**src/design/emu_map_pkg.sv**
```systemverilog
// Shared constants, types and decode helpers of the emulation map guard
package emu_map_pkg;
  localparam int ADDR_W   = 24;
  localparam int BLK_LSB  = 6;
  localparam int BLK_W    = ADDR_W - BLK_LSB;
  localparam int NUM_ENT  = 8;
  localparam int ENT_IW   = 3;
  localparam int NUM_EMU  = 4;
  localparam int EMU_IW   = 2;
  localparam int BASE_W   = 6;
  localparam int BIG_DROP = 2;
  localparam int SET_W    = 4;
  localparam int DATA_W   = 32;
  localparam int RADDR_W  = 8;
  localparam int CTRL_W   = 5;
  localparam int STAT_W   = 3;
  localparam int EB_GAP   = 2;

  // Register byte offsets
  localparam logic [RADDR_W-1:0] REG_CTRL   = 8'h00;
  localparam logic [RADDR_W-1:0] REG_STAT   = 8'h04;
  localparam logic [RADDR_W-1:0] REG_MASK   = 8'h08;
  localparam logic [RADDR_W-1:0] REG_ESEL   = 8'h0C;
  localparam logic [RADDR_W-1:0] REG_ESTART = 8'h10;
  localparam logic [RADDR_W-1:0] REG_EEND   = 8'h14;
  localparam logic [RADDR_W-1:0] REG_ESET   = 8'h18;
  localparam logic [RADDR_W-1:0] REG_ERRADR = 8'h1C;
  localparam logic [RADDR_W-1:0] REG_INFO   = 8'h20;
  localparam logic [3:0]         EBASE_PAGE = 4'h3;

  // Control, status and field bit positions
  localparam int C_BRK    = 0;
  localparam int C_RT     = 1;
  localparam int C_ROMWR  = 2;
  localparam int C_USIG   = 3;
  localparam int C_SCHIP  = 4;
  localparam int C_MRST   = 5;
  localparam int S_ERR    = 0;
  localparam int S_BRK    = 1;
  localparam int S_REF    = 2;
  localparam int ESET_VLD = 4;
  localparam int EB_EN    = 8;

  localparam logic [CTRL_W-1:0] CTRL_RST = 5'h00;
  localparam logic [STAT_W-1:0] STAT_RST = 3'h0;
  localparam logic [1:0]        BIG_PAD  = 2'h0;

  // Fixed on-chip regions, as 64-byte block numbers
  localparam logic [BLK_W-1:0] ROM_LO = 18'h00000;
  localparam logic [BLK_W-1:0] ROM_HI = 18'h00FFF;
  localparam logic [BLK_W-1:0] RAM_LO = 18'h3FEC0;
  localparam logic [BLK_W-1:0] RAM_HI = 18'h3FFBE;
  localparam logic [BLK_W-1:0] IO_LO  = 18'h3FFE0;
  localparam logic [BLK_W-1:0] IO_HI  = 18'h3FFFF;

  localparam logic [1:0] ATTR_GUARD = 2'h0;
  localparam logic [1:0] ATTR_RO    = 2'h1;
  localparam logic [1:0] ATTR_RW    = 2'h2;

  typedef enum logic [1:0] {
    DEST_CHIP = 2'b00,
    DEST_USER = 2'b01,
    DEST_EMU  = 2'b10,
    DEST_NONE = 2'b11
  } dest_t;

  function automatic dest_t set_dest(input logic [SET_W-1:0] s);
    return dest_t'(s[3:2]);
  endfunction

  function automatic logic [1:0] set_attr(input logic [SET_W-1:0] s);
    return s[1:0];
  endfunction

  function automatic logic in_rng(input logic [BLK_W-1:0] v,
                                  input logic [BLK_W-1:0] lo,
                                  input logic [BLK_W-1:0] hi);
    return (v >= lo) && (v <= hi);
  endfunction

  // Large modules compare fewer top bits, so the base must be aligned
  function automatic logic emu_match(input logic [BLK_W-1:0]  b,
                                     input logic [BASE_W-1:0] base,
                                     input logic              big);
    if (big)
      return b[BLK_W-1 -: BASE_W-BIG_DROP] ==
             base[BASE_W-1 -: BASE_W-BIG_DROP];
    return b[BLK_W-1 -: BASE_W] == base;
  endfunction
endpackage

```
**src/design/lookup_if.sv**
```systemverilog
// Map table contents and lookup results between guard and lookup unit
`timescale 1ns/10ps
interface lookup_if import emu_map_pkg::*; ();
  logic [BLK_W-1:0]  blk;
  logic [BLK_W-1:0]  ent_lo  [NUM_ENT];
  logic [BLK_W-1:0]  ent_hi  [NUM_ENT];
  logic [SET_W-1:0]  ent_set [NUM_ENT];
  logic [NUM_ENT-1:0] ent_vld;
  logic [BASE_W-1:0] base    [NUM_EMU];
  logic [NUM_EMU-1:0] emu_en;
  logic              big;
  dest_t             dest;
  logic [1:0]        attr;
  logic              chip_rom;
  logic              emu_hit;
  logic [EMU_IW-1:0] emu_idx;

  modport guard (output blk, ent_lo, ent_hi, ent_set, ent_vld, base,
                 emu_en, big, input dest, attr, chip_rom, emu_hit,
                 emu_idx);
  modport lookup (input blk, ent_lo, ent_hi, ent_set, ent_vld, base,
                  emu_en, big, output dest, attr, chip_rom, emu_hit,
                  emu_idx);
endinterface

```
**src/design/map_lookup.sv**
```systemverilog
// Combinational attribute and emulation block lookup for one access
`timescale 1ns/10ps
module map_lookup import emu_map_pkg::*; (
  lookup_if.lookup lk
);
  logic in_rom;
  logic in_ram;
  logic in_io;

  assign in_rom      = in_rng(lk.blk, ROM_LO, ROM_HI);
  assign in_ram      = in_rng(lk.blk, RAM_LO, RAM_HI);
  assign in_io       = in_rng(lk.blk, IO_LO, IO_HI);
  assign lk.chip_rom = in_rom;

  // block index lookup
  always_comb begin
    lk.dest = DEST_USER;
    lk.attr = ATTR_GUARD;
    // inclusive bounds, lowest entry wins
    for (int i = NUM_ENT - 1; i >= 0; i--) begin
      if (lk.ent_vld[i] && in_rng(lk.blk, lk.ent_lo[i], lk.ent_hi[i])) begin
        lk.dest = set_dest(lk.ent_set[i]);
        lk.attr = set_attr(lk.ent_set[i]);
      end
    end
    // on-chip fixed attrs
    if (in_ram || in_io) begin
      lk.dest = DEST_CHIP;
      lk.attr = ATTR_RW;
    end
    if (in_rom) begin
      lk.dest = DEST_CHIP;
      lk.attr = ATTR_RO;
    end
  end

  // four emulation blocks
  always_comb begin
    lk.emu_hit = 1'h0;
    lk.emu_idx = '0;
    for (int j = NUM_EMU - 1; j >= 0; j--) begin
      if (lk.emu_en[j] && emu_match(lk.blk, lk.base[j], lk.big)) begin
        lk.emu_hit = 1'h1;
        lk.emu_idx = EMU_IW'(j);
      end
    end
  end
endmodule // map_lookup

```
**src/design/emu_map_guard.sv**
```systemverilog
// Emulation memory map, access guard and configuration registers
`timescale 1ns/10ps
// How it works
// Map resolution is one aligned 64-byte block.
// Each block routes to emulation memory or user-system memory.
// Each block is guarded, read-only or read-write.
// Four placeable emulation memory blocks exist.
// Emulation block size is 256 kbyte or 1 Mbyte, set by module.
// Emulation block bases align to their own size boundary.
// With break enabled, guarded access or protected write halts program.
// On-chip region attributes are fixed; only user and emulator editable.
// Single-chip mode refuses user read-write or read-only entries.
// Map reset returns every entry to the default map.
// Run-time access lets host reach memory while program runs.
// Internal ROM writes happen only when ROM write is enabled.
// User reset, NMI, standby, bus request pass only when enabled.
// Host gives inclusive start and end block plus a setting.
// Lookup uses address bits above bit 5, one clock later.
module emu_map_guard import emu_map_pkg::*; (
  input  wire logic               clk,
  input  wire logic               rst_b,
  input  wire logic               ce,
  input  wire logic [RADDR_W-1:0] reg_addr,
  input  wire logic [DATA_W-1:0]  reg_wdata,
  input  wire logic               reg_wr,
  input  wire logic               reg_rd,
  output logic      [DATA_W-1:0]  reg_rdata_r,
  input  wire logic               mod_1mb,
  input  wire logic               acc_valid,
  input  wire logic [ADDR_W-1:0]  acc_addr,
  input  wire logic               acc_write,
  input  wire logic               cpu_run,
  input  wire logic               host_req,
  input  wire logic               usr_reset_in,
  input  wire logic               usr_nmi_in,
  input  wire logic               usr_stby_in,
  input  wire logic               usr_breq_in,
  output logic                    acc_done_r,
  output logic                    acc_ok_r,
  output logic      [1:0]         acc_dest_r,
  output logic                    acc_emu_r,
  output logic      [EMU_IW-1:0]  acc_emu_idx_r,
  output logic                    brk_r,
  output logic                    host_gnt_r,
  output logic                    usr_reset_r,
  output logic                    usr_nmi_r,
  output logic                    usr_stby_r,
  output logic                    usr_breq_r,
  output logic                    irq_r
);
  logic [CTRL_W-1:0]  ctrl_r;
  logic [STAT_W-1:0]  stat_r;
  logic [STAT_W-1:0]  mask_r;
  logic [ENT_IW-1:0]  esel_r;
  logic [BLK_W-1:0]   stg_lo_r;
  logic [BLK_W-1:0]   stg_hi_r;
  logic [BLK_W-1:0]   ent_lo_r  [NUM_ENT];
  logic [BLK_W-1:0]   ent_hi_r  [NUM_ENT];
  logic [SET_W-1:0]   ent_set_r [NUM_ENT];
  logic [NUM_ENT-1:0] ent_vld_r;
  logic [BASE_W-1:0]  base_r    [NUM_EMU];
  logic [NUM_EMU-1:0] emu_en_r;
  logic [ADDR_W-1:0]  err_addr_r;
  logic [DATA_W-1:0]  rd_val;
  logic [STAT_W-1:0]  stat_nxt;
  logic [STAT_W-1:0]  mask_nxt;
  logic [STAT_W-1:0]  ev;
  logic [STAT_W-1:0]  clr;

  lookup_if lk ();

  map_lookup u_lookup (
    .lk (lk)
  );

  // Register decode
  wire              wr_ctrl  = reg_wr && (reg_addr == REG_CTRL);
  wire              wr_stat  = reg_wr && (reg_addr == REG_STAT);
  wire              wr_mask  = reg_wr && (reg_addr == REG_MASK);
  wire              wr_esel  = reg_wr && (reg_addr == REG_ESEL);
  wire              wr_lo    = reg_wr && (reg_addr == REG_ESTART);
  wire              wr_hi    = reg_wr && (reg_addr == REG_EEND);
  wire              wr_eset  = reg_wr && (reg_addr == REG_ESET);
  wire              is_ebase = reg_addr[RADDR_W-1:4] == EBASE_PAGE;
  wire              wr_ebase = reg_wr && is_ebase;
  wire [EMU_IW-1:0] eb_idx   = reg_addr[3:2];
  // map reset command
  wire              map_clr  = wr_ctrl && reg_wdata[C_MRST];

  // Entry commit checks
  wire [SET_W-1:0]  w_set    = reg_wdata[SET_W-1:0];
  wire dest_t       w_dest   = set_dest(w_set);
  wire [1:0]        w_attr   = set_attr(w_set);
  wire              w_vld    = reg_wdata[ESET_VLD];
  // on-chip setting refused
  wire              ref_chip = (w_dest == DEST_CHIP);
  // single-chip user refusal
  wire              ref_sc   = ctrl_r[C_SCHIP] && (w_dest == DEST_USER) &&
                               (w_attr != ATTR_GUARD);
  wire              ref_bad  = (w_dest == DEST_NONE) ||
                               (w_attr != ATTR_GUARD && w_attr != ATTR_RO &&
                                w_attr != ATTR_RW);
  // start must not pass end
  wire              ref_rng  = stg_lo_r > stg_hi_r;
  wire              refuse   = wr_eset && w_vld &&
                               (ref_chip || ref_sc || ref_bad || ref_rng);
  wire              ent_we   = wr_eset && !refuse;

  // 1-Mbyte bases drop the low base bits
  wire [BASE_W-1:0] base_nxt = mod_1mb ?
                               {reg_wdata[BASE_W-1:BIG_DROP], BIG_PAD} :
                               reg_wdata[BASE_W-1:0];

  // block number from access
  assign lk.blk     = acc_addr[ADDR_W-1:BLK_LSB];
  assign lk.ent_lo  = ent_lo_r;
  assign lk.ent_hi  = ent_hi_r;
  assign lk.ent_set = ent_set_r;
  assign lk.ent_vld = ent_vld_r;
  assign lk.base    = base_r;
  assign lk.emu_en  = emu_en_r;
  // module size from strap
  assign lk.big     = mod_1mb;

  // guard and write protect
  wire rom_wr_ok = lk.chip_rom && ctrl_r[C_ROMWR];
  wire emu_miss  = (lk.dest == DEST_EMU) && !lk.emu_hit;
  wire wr_prot   = acc_write && (lk.attr == ATTR_RO) && !rom_wr_ok;
  wire viol      = acc_valid &&
                   ((lk.attr == ATTR_GUARD) || emu_miss || wr_prot);
  // break on access error
  wire brk_nxt   = viol && ctrl_r[C_BRK];

  // Sticky events; a set in the clearing cycle survives
  assign ev       = {refuse, brk_nxt, viol};
  assign clr      = wr_stat ? reg_wdata[STAT_W-1:0] : STAT_RST;
  assign stat_nxt = (stat_r & ~clr) | ev;
  assign mask_nxt = wr_mask ? reg_wdata[STAT_W-1:0] : mask_r;

  always_comb begin
    rd_val = '0;
    case (reg_addr)
      REG_CTRL:   rd_val = DATA_W'(ctrl_r);
      REG_STAT:   rd_val = DATA_W'(stat_r);
      REG_MASK:   rd_val = DATA_W'(mask_r);
      REG_ESEL:   rd_val = DATA_W'(esel_r);
      REG_ESTART: rd_val = DATA_W'(ent_lo_r[esel_r]);
      REG_EEND:   rd_val = DATA_W'(ent_hi_r[esel_r]);
      REG_ESET:   rd_val = DATA_W'({ent_vld_r[esel_r], ent_set_r[esel_r]});
      REG_ERRADR: rd_val = DATA_W'(err_addr_r);
      REG_INFO:   rd_val = DATA_W'(mod_1mb);
      default: begin
        if (is_ebase)
          rd_val = DATA_W'({emu_en_r[eb_idx], {EB_GAP{1'h0}},
                            base_r[eb_idx]});
      end
    endcase
  end

  // Configuration registers
  always_ff @(posedge clk or negedge rst_b) begin
    if (!rst_b) begin
      ctrl_r   <= CTRL_RST;
      mask_r   <= STAT_RST;
      esel_r   <= '0;
      stg_lo_r <= '0;
      stg_hi_r <= '0;
    end else if (ce) begin
      if (wr_ctrl)
        ctrl_r <= reg_wdata[CTRL_W-1:0];
      mask_r <= mask_nxt;
      if (wr_esel)
        esel_r <= reg_wdata[ENT_IW-1:0];
      if (wr_lo)
        stg_lo_r <= reg_wdata[BLK_W-1:0];
      if (wr_hi)
        stg_hi_r <= reg_wdata[BLK_W-1:0];
    end
  end

  // map entry table
  always_ff @(posedge clk or negedge rst_b) begin
    if (!rst_b) begin
      ent_vld_r <= '0;
      for (int i = 0; i < NUM_ENT; i++) begin
        ent_lo_r[i]  <= '0;
        ent_hi_r[i]  <= '0;
        ent_set_r[i] <= '0;
      end
    end else if (ce) begin
      for (int i = 0; i < NUM_ENT; i++) begin
        // clear to default map
        if (map_clr) begin
          ent_vld_r[i] <= 1'h0;
          ent_set_r[i] <= '0;
        end else if (ent_we && (esel_r == ENT_IW'(i))) begin
          ent_vld_r[i] <= w_vld;
          ent_lo_r[i]  <= stg_lo_r;
          ent_hi_r[i]  <= stg_hi_r;
          ent_set_r[i] <= w_set;
        end
      end
    end
  end

  // emulation block bases
  always_ff @(posedge clk or negedge rst_b) begin
    if (!rst_b) begin
      emu_en_r <= '0;
      for (int j = 0; j < NUM_EMU; j++)
        base_r[j] <= '0;
    end else if (ce) begin
      if (wr_ebase) begin
        base_r[eb_idx]   <= base_nxt;
        emu_en_r[eb_idx] <= reg_wdata[EB_EN];
      end
    end
  end

  // Status, interrupt and read port
  always_ff @(posedge clk or negedge rst_b) begin
    if (!rst_b) begin
      stat_r      <= STAT_RST;
      irq_r       <= 1'h0;
      reg_rdata_r <= '0;
      err_addr_r  <= '0;
    end else if (ce) begin
      stat_r      <= stat_nxt;
      irq_r       <= |(stat_nxt & mask_nxt);
      reg_rdata_r <= reg_rd ? rd_val : '0;
      if (viol)
        err_addr_r <= acc_addr;
    end
  end

  // access result, one clock later
  always_ff @(posedge clk or negedge rst_b) begin
    if (!rst_b) begin
      acc_done_r    <= 1'h0;
      acc_ok_r      <= 1'h0;
      acc_dest_r    <= DEST_USER;
      acc_emu_r     <= 1'h0;
      acc_emu_idx_r <= '0;
      brk_r         <= 1'h0;
    end else if (ce) begin
      acc_done_r    <= acc_valid;
      // ROM write gate
      acc_ok_r      <= acc_valid && !viol;
      acc_dest_r    <= lk.dest;
      acc_emu_r     <= acc_valid && (lk.dest == DEST_EMU) && lk.emu_hit;
      acc_emu_idx_r <= lk.emu_idx;
      brk_r         <= brk_nxt;
    end
  end

  // run-time host access
  // user signal gating
  always_ff @(posedge clk or negedge rst_b) begin
    if (!rst_b) begin
      host_gnt_r  <= 1'h0;
      usr_reset_r <= 1'h0;
      usr_nmi_r   <= 1'h0;
      usr_stby_r  <= 1'h0;
      usr_breq_r  <= 1'h0;
    end else if (ce) begin
      host_gnt_r  <= host_req && (!cpu_run || ctrl_r[C_RT]);
      usr_reset_r <= usr_reset_in && ctrl_r[C_USIG];
      usr_nmi_r   <= usr_nmi_in && ctrl_r[C_USIG];
      usr_stby_r  <= usr_stby_in && ctrl_r[C_USIG];
      usr_breq_r  <= usr_breq_in && ctrl_r[C_USIG];
    end
  end
endmodule // emu_map_guard

```
**config.mk**
```make
export PLATFORM = sky130hd
export DESIGN_NAME = emu_map_guard
export DESIGN_NICKNAME = d
export VERILOG_FILES = /design/src/design/emu_map_pkg.sv /design/src/design/lookup_if.sv /design/src/design/map_lookup.sv /design/src/design/emu_map_guard.sv
export SDC_FILE = /design/constraint.sdc
export NUM_CORES = 1
export LEC_CHECK = 0
export ABC_AREA = 1
export BUFFER_PORTS_ARGS = -buffer_cell sky130_fd_sc_hd__buf_4
export CAP_MARGIN = 10
export CORE_MARGIN = 10
export CORE_UTILIZATION = 35
export CTS_BUF_LIST = sky130_fd_sc_hd__clkbuf_4 sky130_fd_sc_hd__clkbuf_8
export CTS_CLUSTER_DIAMETER = 200
export CTS_CLUSTER_SIZE = 24
export DETAILED_ROUTE_END_ITERATION = 8
export SYNTH_ARGS = -nofsm -noshare
export SYNTH_HDL_FRONTEND = slang
export SYNTH_SLANG_ARGS = --single-unit
```
**constraint.sdc**
```tcl
create_clock -name clk -period 7.9 [get_ports clk]
set_input_delay 1.185 -clock clk [delete_from_list [all_inputs] [get_ports clk]]
set_output_delay 1.185 -clock clk [all_outputs]
set_load 0.05 [all_outputs]
```
After elaboration in Yosys (flattened, before gate mapping)

Cells that the tools add are included.

Output and inout port bits: 46
Register bits after elaboration: 476
Input bits: 78

Equality and inequality tests: 30
Mux-type cells: 97
Reductions and logical operators: 112
$lt $le $gt $ge: 29
Bitwise gates (word level): 7

Operator list:

| cell                 | count |
|---|---|
| $pmux 24 s9          | 1 |
| $ge 18x18->1         | 8 |
| $le 18x18->1         | 8 |
| $bmux 18 s3          | 2 |
| $mux 18              | 4 |
| $mux 4               | 18 |
| $logic_and 1x1->1    | 63 |
| $mux 2               | 25 |
| $ge 18x18->1 const B | 2 |
| $le 18x18->1 const B | 2 |
| $eq 8x5->1 const B   | 4 |
| $mux 1               | 32 |
| $mux 32              | 1 |
| $reduce_and 2->1     | 14 |
| $bwmux 24            | 1 |
| $eq 6x6->1           | 4 |
| $reduce_and 3->1     | 8 |
| $ge 18x1->1 const B  | 1 |
| $gt 18x18->1         | 1 |
| $le 18x12->1 const B | 1 |
| $mux 6               | 3 |
| $reduce_bool 2->1    | 9 |
| $eq 4x4->1           | 4 |
| $eq 8x4->1 const B   | 2 |
| other kinds (37)     | 57 |

Logic depth before layout (Yosys ltp)

Word-level depth: 22
Mapped depth: 32

Modules after synthesis

A second synthesis with hierarchy kept.

Cell total of the unflattened synthesis: 4211
Area, all modules: 31461.4 µm²

Modules (own cells, without submodules):

| module        | times used | cells an instance | sequential area each (µm²) | area each (µm²) |
|---|---|---|---|---|
| emu_map_guard | 1          | 2779              | 11712.5                    | 22785.6 |
| map_lookup    | 1          | 1432              | 0.0                        | 8675.8 |

Worst setup path after synthesis

No wires, ideal clock.

Path kind: in2reg
Start: in acc_addr[6]
End: reg err_addr_r[23]
Arrival: 3.507 ns
Library setup time: 0.123 ns
Cell stages on the path: 26
Data required time: 7.777 ns
Setup slack: 4.270 ns
Cell sequence: inv_1 -> ha_1 -> nand2_1 -> nor2_1 -> nand3b_1 -> nor2_1 -> nor2_1 -> nand3_2 -> nand3_2 -> nand3_1 -> nand3_1 -> nand2_1 -> nand2_1 -> nand2_1 -> nand2_1 -> nand2_1 -> a21oi_2 -> nand2_1 -> nand2_2 -> nand2_1 -> inv_2 -> nand3_4 -> buf_6 -> buf_6 -> nand2_1 -> o21ai_1

Longest elaborated chain between the ends: 19
Elaborated cells on any way between the ends: 74

RTL lines:

| item                                                  | line                                       | RTL |
|---|---|---|
| start: declaration                                    | emu_map_guard.sv:30                        | `input wire logic [ADDR_W-1:0] acc_addr,` |
| $ge 18x18->1 or $le 18x18->1 (tied branches)          | emu_map_pkg.sv:78                          | `return (v >= lo) && (v <= hi);` |
| $logic_and 1x1->1                                     | emu_map_pkg.sv:78                          |  |
| $logic_and 1x1->1                                     | map_lookup.sv:21                           | `if (lk.ent_vld[i] && in_rng(lk.blk, lk.ent_lo[i], lk.ent_hi[i])) begin` |
| $mux 2 (8 in a row)                                   | map_lookup.sv:21                           |  |
| $mux 2                                                | map_lookup.sv:27                           | `if (in_ram \|\| in_io) begin` |
| $mux 2                                                | map_lookup.sv:31                           | `if (in_rom) begin` |
| $eq 2x2->1 or $eq 2x1->1 (tied branches)              | emu_map_guard.sv:127, emu_map_guard.sv:128 |  |
| $logic_and 1x1->1, on equally long branches           | emu_map_guard.sv:127, emu_map_guard.sv:128 |  |
| $logic_or 1x1->1 or $logic_and 1x1->1 (tied branches) | emu_map_guard.sv:130, emu_map_guard.sv:128 |  |
| $logic_or 1x1->1 *                                    | emu_map_guard.sv:130                       | `((lk.attr == ATTR_GUARD) \|\| emu_miss \|\| wr_prot);` |
| $logic_and 1x1->1 *                                   | emu_map_guard.sv:129                       | `wire viol = acc_valid &&` |
| $reduce_and 2->1 (no source line) *                   | -                                          |  |
| end signal: assignment                                | emu_map_guard.sv:232                       | `err_addr_r <= acc_addr;` |
| end: declaration                                      | emu_map_guard.sv:63                        | `logic [ADDR_W-1:0] err_addr_r;` |

Mark *: on every way between the ends. The rest lies on a longest branch, timed or not.
A chain may end at the register's enable or synchronous reset.

Worst setup path in the final report

Start: reg stg_hi_r[5]
End: reg ent_hi_r[91] (netlist name)

Longest elaborated chain between the ends: 7

RTL lines:

| item                              | line                 | RTL |
|---|---|---|
| start: declaration                | emu_map_guard.sv:56  | `logic [BLK_W-1:0] stg_hi_r;` |
| start signal: assignment          | emu_map_guard.sv:177 | `stg_hi_r <= reg_wdata[BLK_W-1:0];` |
| $gt 18x18->1                      | emu_map_guard.sv:104 | `wire ref_rng = stg_lo_r > stg_hi_r;` |
| $logic_or 1x1->1                  | emu_map_guard.sv:106 | `(ref_chip \|\| ref_sc \|\| ref_bad \|\| ref_rng);` |
| $logic_and 1x1->1                 | emu_map_guard.sv:105 | `wire refuse = wr_eset && w_vld &&` |
| $logic_not 1->1                   | emu_map_guard.sv:107 | `wire ent_we = wr_eset && !refuse;` |
| $logic_and 1x1->1                 | emu_map_guard.sv:107 |  |
| $logic_and 1x1->1                 | emu_map_guard.sv:196 | `end else if (ent_we && (esel_r == ENT_IW'(i))) begin` |
| $reduce_and 3->1 (no source line) | -                    |  |
| end signal: indexed assignment    | emu_map_guard.sv:199 | `ent_hi_r[i] <= stg_hi_r;` |
| end: declaration                  | emu_map_guard.sv:58  | `logic [BLK_W-1:0] ent_hi_r [NUM_ENT];` |

Every way passes these cells.

==> flow_metrics.env <==
export IMPL_netlist_cell_type_count=59
export IMPL_max_clock_path_buffers=3
export IMPL_power_density_cell_area_nw_per_um2=141
export IMPL_worst_path_required_ns=8.47
export IMPL_cts_buffers_inserted=23
export IMPL_postSynth_topFlopCell="sky130_fd_sc_hd__dfrtp_1"
export IMPL_route_vias_total=25682
export IMPL_cts_hold_repair_buffers=0
export IMPL_synth_enable_flop_cells=0
export IMPL_postLayoutCoreUtil_pct=37.9
export IMPL_postRouteAntennaNets=0
export IMPL_synth_top_cells_by_area="sky130_fd_sc_hd__dfrtp_1, sky130_fd_sc_hd__ha_1, sky130_fd_sc_hd__nand2_1"
export IMPL_hold_slack_ns=0.496
export IMPL_design_die_area_um2=94200
export IMPL_yosysSeqAreaShare_pct=40.6
export IMPL_finalWirelength_um=105000
export IMPL_cap_viol_max_count=1
export IMPL_clk_pin_slew_worst_paths_ns=0.17
export IMPL_globalRouteOverflowTotal=0
export IMPL_final_nets=4017
export IMPL_final_max_slew_viol_count=0
export IMPL_drc_errors=0
export IMPL_hpwlAfterDp_um=74600
export IMPL_postSynth_asyncResetShare_pct=100
export IMPL_critPathKind="register to register"
export IMPL_cts_sinks=468
export IMPL_layout_cells_non_filler=4712
export IMPL_via_per_inst=5.45
export IMPL_largest_net_degree_at_the_start_of_global_routing=173
export IMPL_worst_r2r_setup_slack_ns=3.05
export IMPL_grt_antenna_before_repair=5
export IMPL_totalPowerFinal_mw=4.37
export IMPL_post_drt_wl_per_cell_um=22.2
export IMPL_layout_drive_gt1_share_pct=6.01
export IMPL_first_global_vias=24527
export IMPL_tns_ns=0
export IMPL_cts_resized=0
export IMPL_final_setup_skew_ns=0.0439
export IMPL_worstSetupStartpointType="register"
export IMPL_syn_avg_cell_area_um2=7.96
export IMPL_number_of_cells_produced_by_synthesis=3619
export IMPL_core_region_area_um2=81800
export IMPL_place_port_buffers=101
export IMPL_clkLatencyLatePin_ns=0.69
export IMPL_design_portCount=124
export IMPL_clockRootBuffer="sky130_fd_sc_hd__clkbuf_8"
export IMPL_total_routing_usage_reported_by_global_routing_pct=21.7
export IMPL_max_clock_freq_ghz=0.206
export IMPL_gp_routability_congestion=0.931
export IMPL_synthDominantCellAreaShare_pct=40.6
export IMPL_violations="max-capacitance violations"
export IMPL_outcome="finished, violations left"
export IMPL_hp_class="input pin to async pin"
export IMPL_fin_crit_ns=4.85
export IMPL_placement_rows=105
export IMPL_drt_iter0_drc=2782
export IMPL_clock_tree_htree_level_count=1
export IMPL_finalHoldViolations=0
export IMPL_syn_to_final_growth_pct=7.53
export IMPL_place_inst=4678
export IMPL_critical_path_max_stage_delay_ns=0.94
export IMPL_cp_max_fo=77
export IMPL_drt_pre_antenna_iters=7
export IMPL_yosys_area_top_type="sky130_fd_sc_hd__dfrtp_1"
export IMPL_die_h_um=307
export IMPL_arrival_time_worst_endpoint_ns=5.41
export IMPL_initial_utilization_pct=35.2
export IMPL_most_prevalent_standard_cell_on_the_critical_path="sky130_fd_sc_hd__a21oi_1"
export IMPL_max_vdd_ir_drop_v=0.0000974
export IMPL_post_cts_setup_buffer_count=0
export IMPL_slowest_stage="sky130_fd_sc_hd__nand3_4"
export IMPL_timing_slew_headroom_pct=0.301
export IMPL_final_setup_viol_count=0
export IMPL_cts_tree="built"
export IMPL_leakage_nw=13.8
export IMPL_grt_first_pass_wirelength_um=157000
export IMPL_synth_warnings=0
export IMPL_rsz0062_at_grt="no"
export IMPL_worstPathCellList="inv_1, ha_1, a21oi_1, o21ai_1, a21oi_1, nor2_1, o21bai_1, a21oi_1, o32ai_1, o221ai_1, nand2_1, and3_1, nand3_4, o21ai_0"
export IMPL_ys_seq_elements=468
export IMPL_worst_slew_pin_transition_ns=1.48
export IMPL_setup_worst_path_end_class="register"
export IMPL_mappedNetlistArea_um2=28800
export IMPL_chipWidth_um=307
export IMPL_post_route_period_util_pct=61.4
[cells in the mapped netlist (all sizes together) (9+ instances only)]
cell type and instances:
clkbuf 96, nand4 50, a22o 13, nor3 31, nor4 16, nand3 80
nor2 145, a21oi 189, nand2 865, o22ai 123, o2111ai 30, o311ai 14
inv 534, a221oi 12, ha 306, o211ai 55, buf 54, o21ai 458
a21o 9, dfrtp 467
[critical path: cells and delay by family (launching register included)]
| family | cells | cell delay [ns] |
|---|---|---|
| AOI/OAI and AO/OA | 8 | 1.89 |
| DFF | 1 | 0.41 |
| buffers and inverters | 1 | 0.30 |
| and+or+nand+nor | 4 | 1.78 |
| adders and majority gates | 1 | 0.32 |
[flip-flops by register name, summed over array words and instances, names as in the netlist, 2 cells and up]
signal / count
ent_hi_r: 144
base_r: 24
emu_en_r: 4
ent_set_r: 32
acc_emu_idx_r: 2
ent_vld_r: 8
stg_lo_r: 18
err_addr_r: 24
stat_r: 3
mask_r: 3
esel_r: 3
ctrl_r: 5
ent_lo_r: 144
acc_dest_r: 2
reg_rdata_r: 24
stg_hi_r: 18
[path summary, 6_finish.rpt]
kind,start,end,depth (start not counted)
max reg2reg,stg_hi_r[5],ent_hi_r[91],14
max,stg_hi_r[5],ent_hi_r[91],14
min reg2reg,ent_hi_r[24],ent_hi_r[24],2
max in group asynchronous,rst_b,ent_hi_r[97],2
min,rst_b,ent_lo_r[30],1
min in group clk,ent_hi_r[24],ent_hi_r[24],2
[through the flow]
| stage | cell area, um^2 | setup slack (ns) |
|---|---|---|
| floorplan | 28800 | 4.27 |
| global route | 31000 | 2.75 |
| global placement | 30600 | 2.70 |
| CTS | 31000 | 3.08 |
| finish | 31000 | 3.05 |
| detailed placement | 30600 | 2.67 |
[logic make-up after synthesis]
logic type	after synthesis	synth area share [%]
flip-flops	468	40.6
AO/OA/AOI/OAI	949	19.1
adder cells (fa/ha/maj)	306	13.3
XOR/XNOR	9	0.274
buffers and inverters	686	9.30
AND/OR/NAND/NOR	1200	17.4
other	1	0.0130
[per-layer routing]
metal | up-vias | track usage, % | routed length (um)
met1 | 12373 | 29.6 | 44800
li1 | 12136 | - | -
met5 | - | 0 | 13
met3 | 182 | 2.79 | 8210
met4 | 2 | 8.13 | 4450
met2 | 989 | 34.7 | 47300
[layout by cell type, fill, tap and decap left out, types with 4 or more instances in the layout]
cell	count
sky130_fd_sc_hd__nor2_4	7
sky130_fd_sc_hd__nand2_1	857
sky130_fd_sc_hd__a21o_1	9
sky130_fd_sc_hd__nor2_1	132
sky130_fd_sc_hd__conb_1	8
sky130_fd_sc_hd__nor2_2	6
sky130_fd_sc_hd__and2_1	4
sky130_fd_sc_hd__o21ai_1	38
sky130_fd_sc_hd__clkbuf_4	9
sky130_fd_sc_hd__a32o_1	7
sky130_fd_sc_hd__inv_2	7
sky130_fd_sc_hd__xor2_1	6
sky130_fd_sc_hd__ha_1	306
sky130_fd_sc_hd__o21ai_0	415
sky130_fd_sc_hd__nor3_2	4
sky130_fd_sc_hd__a21oi_1	188
sky130_fd_sc_hd__a211oi_1	6
sky130_fd_sc_hd__o311ai_0	13
sky130_fd_sc_hd__o211ai_1	55
sky130_fd_sc_hd__buf_4	129
sky130_fd_sc_hd__o31ai_1	4
sky130_fd_sc_hd__clkbuf_8	23
sky130_fd_sc_hd__o21bai_1	8
sky130_fd_sc_hd__a221oi_1	12
sky130_fd_sc_hd__o2111ai_1	30
sky130_fd_sc_hd__a22oi_1	7
sky130_fd_sc_hd__nor4_1	12
sky130_fd_sc_hd__nand3_1	75
sky130_fd_sc_hd__inv_1	527
sky130_fd_sc_hd__a22o_1	13
sky130_fd_sc_hd__a2111oi_0	5
sky130_fd_sc_hd__dfrtp_1	467
sky130_fd_sc_hd__nor3_1	27
sky130_fd_sc_hd__nand2_2	7
sky130_fd_sc_hd__nand4_1	48
sky130_fd_sc_hd__o22ai_1	123
sky130_fd_sc_hd__o21ai_2	5
[power breakdown]
group          switching (mW)  internal, mW
clock network           0.802         0.317
registers              0.0642          2.48
logic                   0.490         0.211
total                    1.36          3.01
[layout make-up]
| type | instances | area (um^2) |
|---|---|---|
| diodes | 1 | 2.50 |
| clock buffers | 32 | 384 |
| repair buffers | 132 | 1020 |
| well taps | 1070 | 1340 |
| fillers | 8507 | 50900 |
| flip-flops and latches | 468 | 11700 |
| inverters | 536 | 2010 |
| multi-input cells | 2472 | 14500 |
| clock inverters | 1 | 16.3 |
Power figures use the tool's default switching activity.
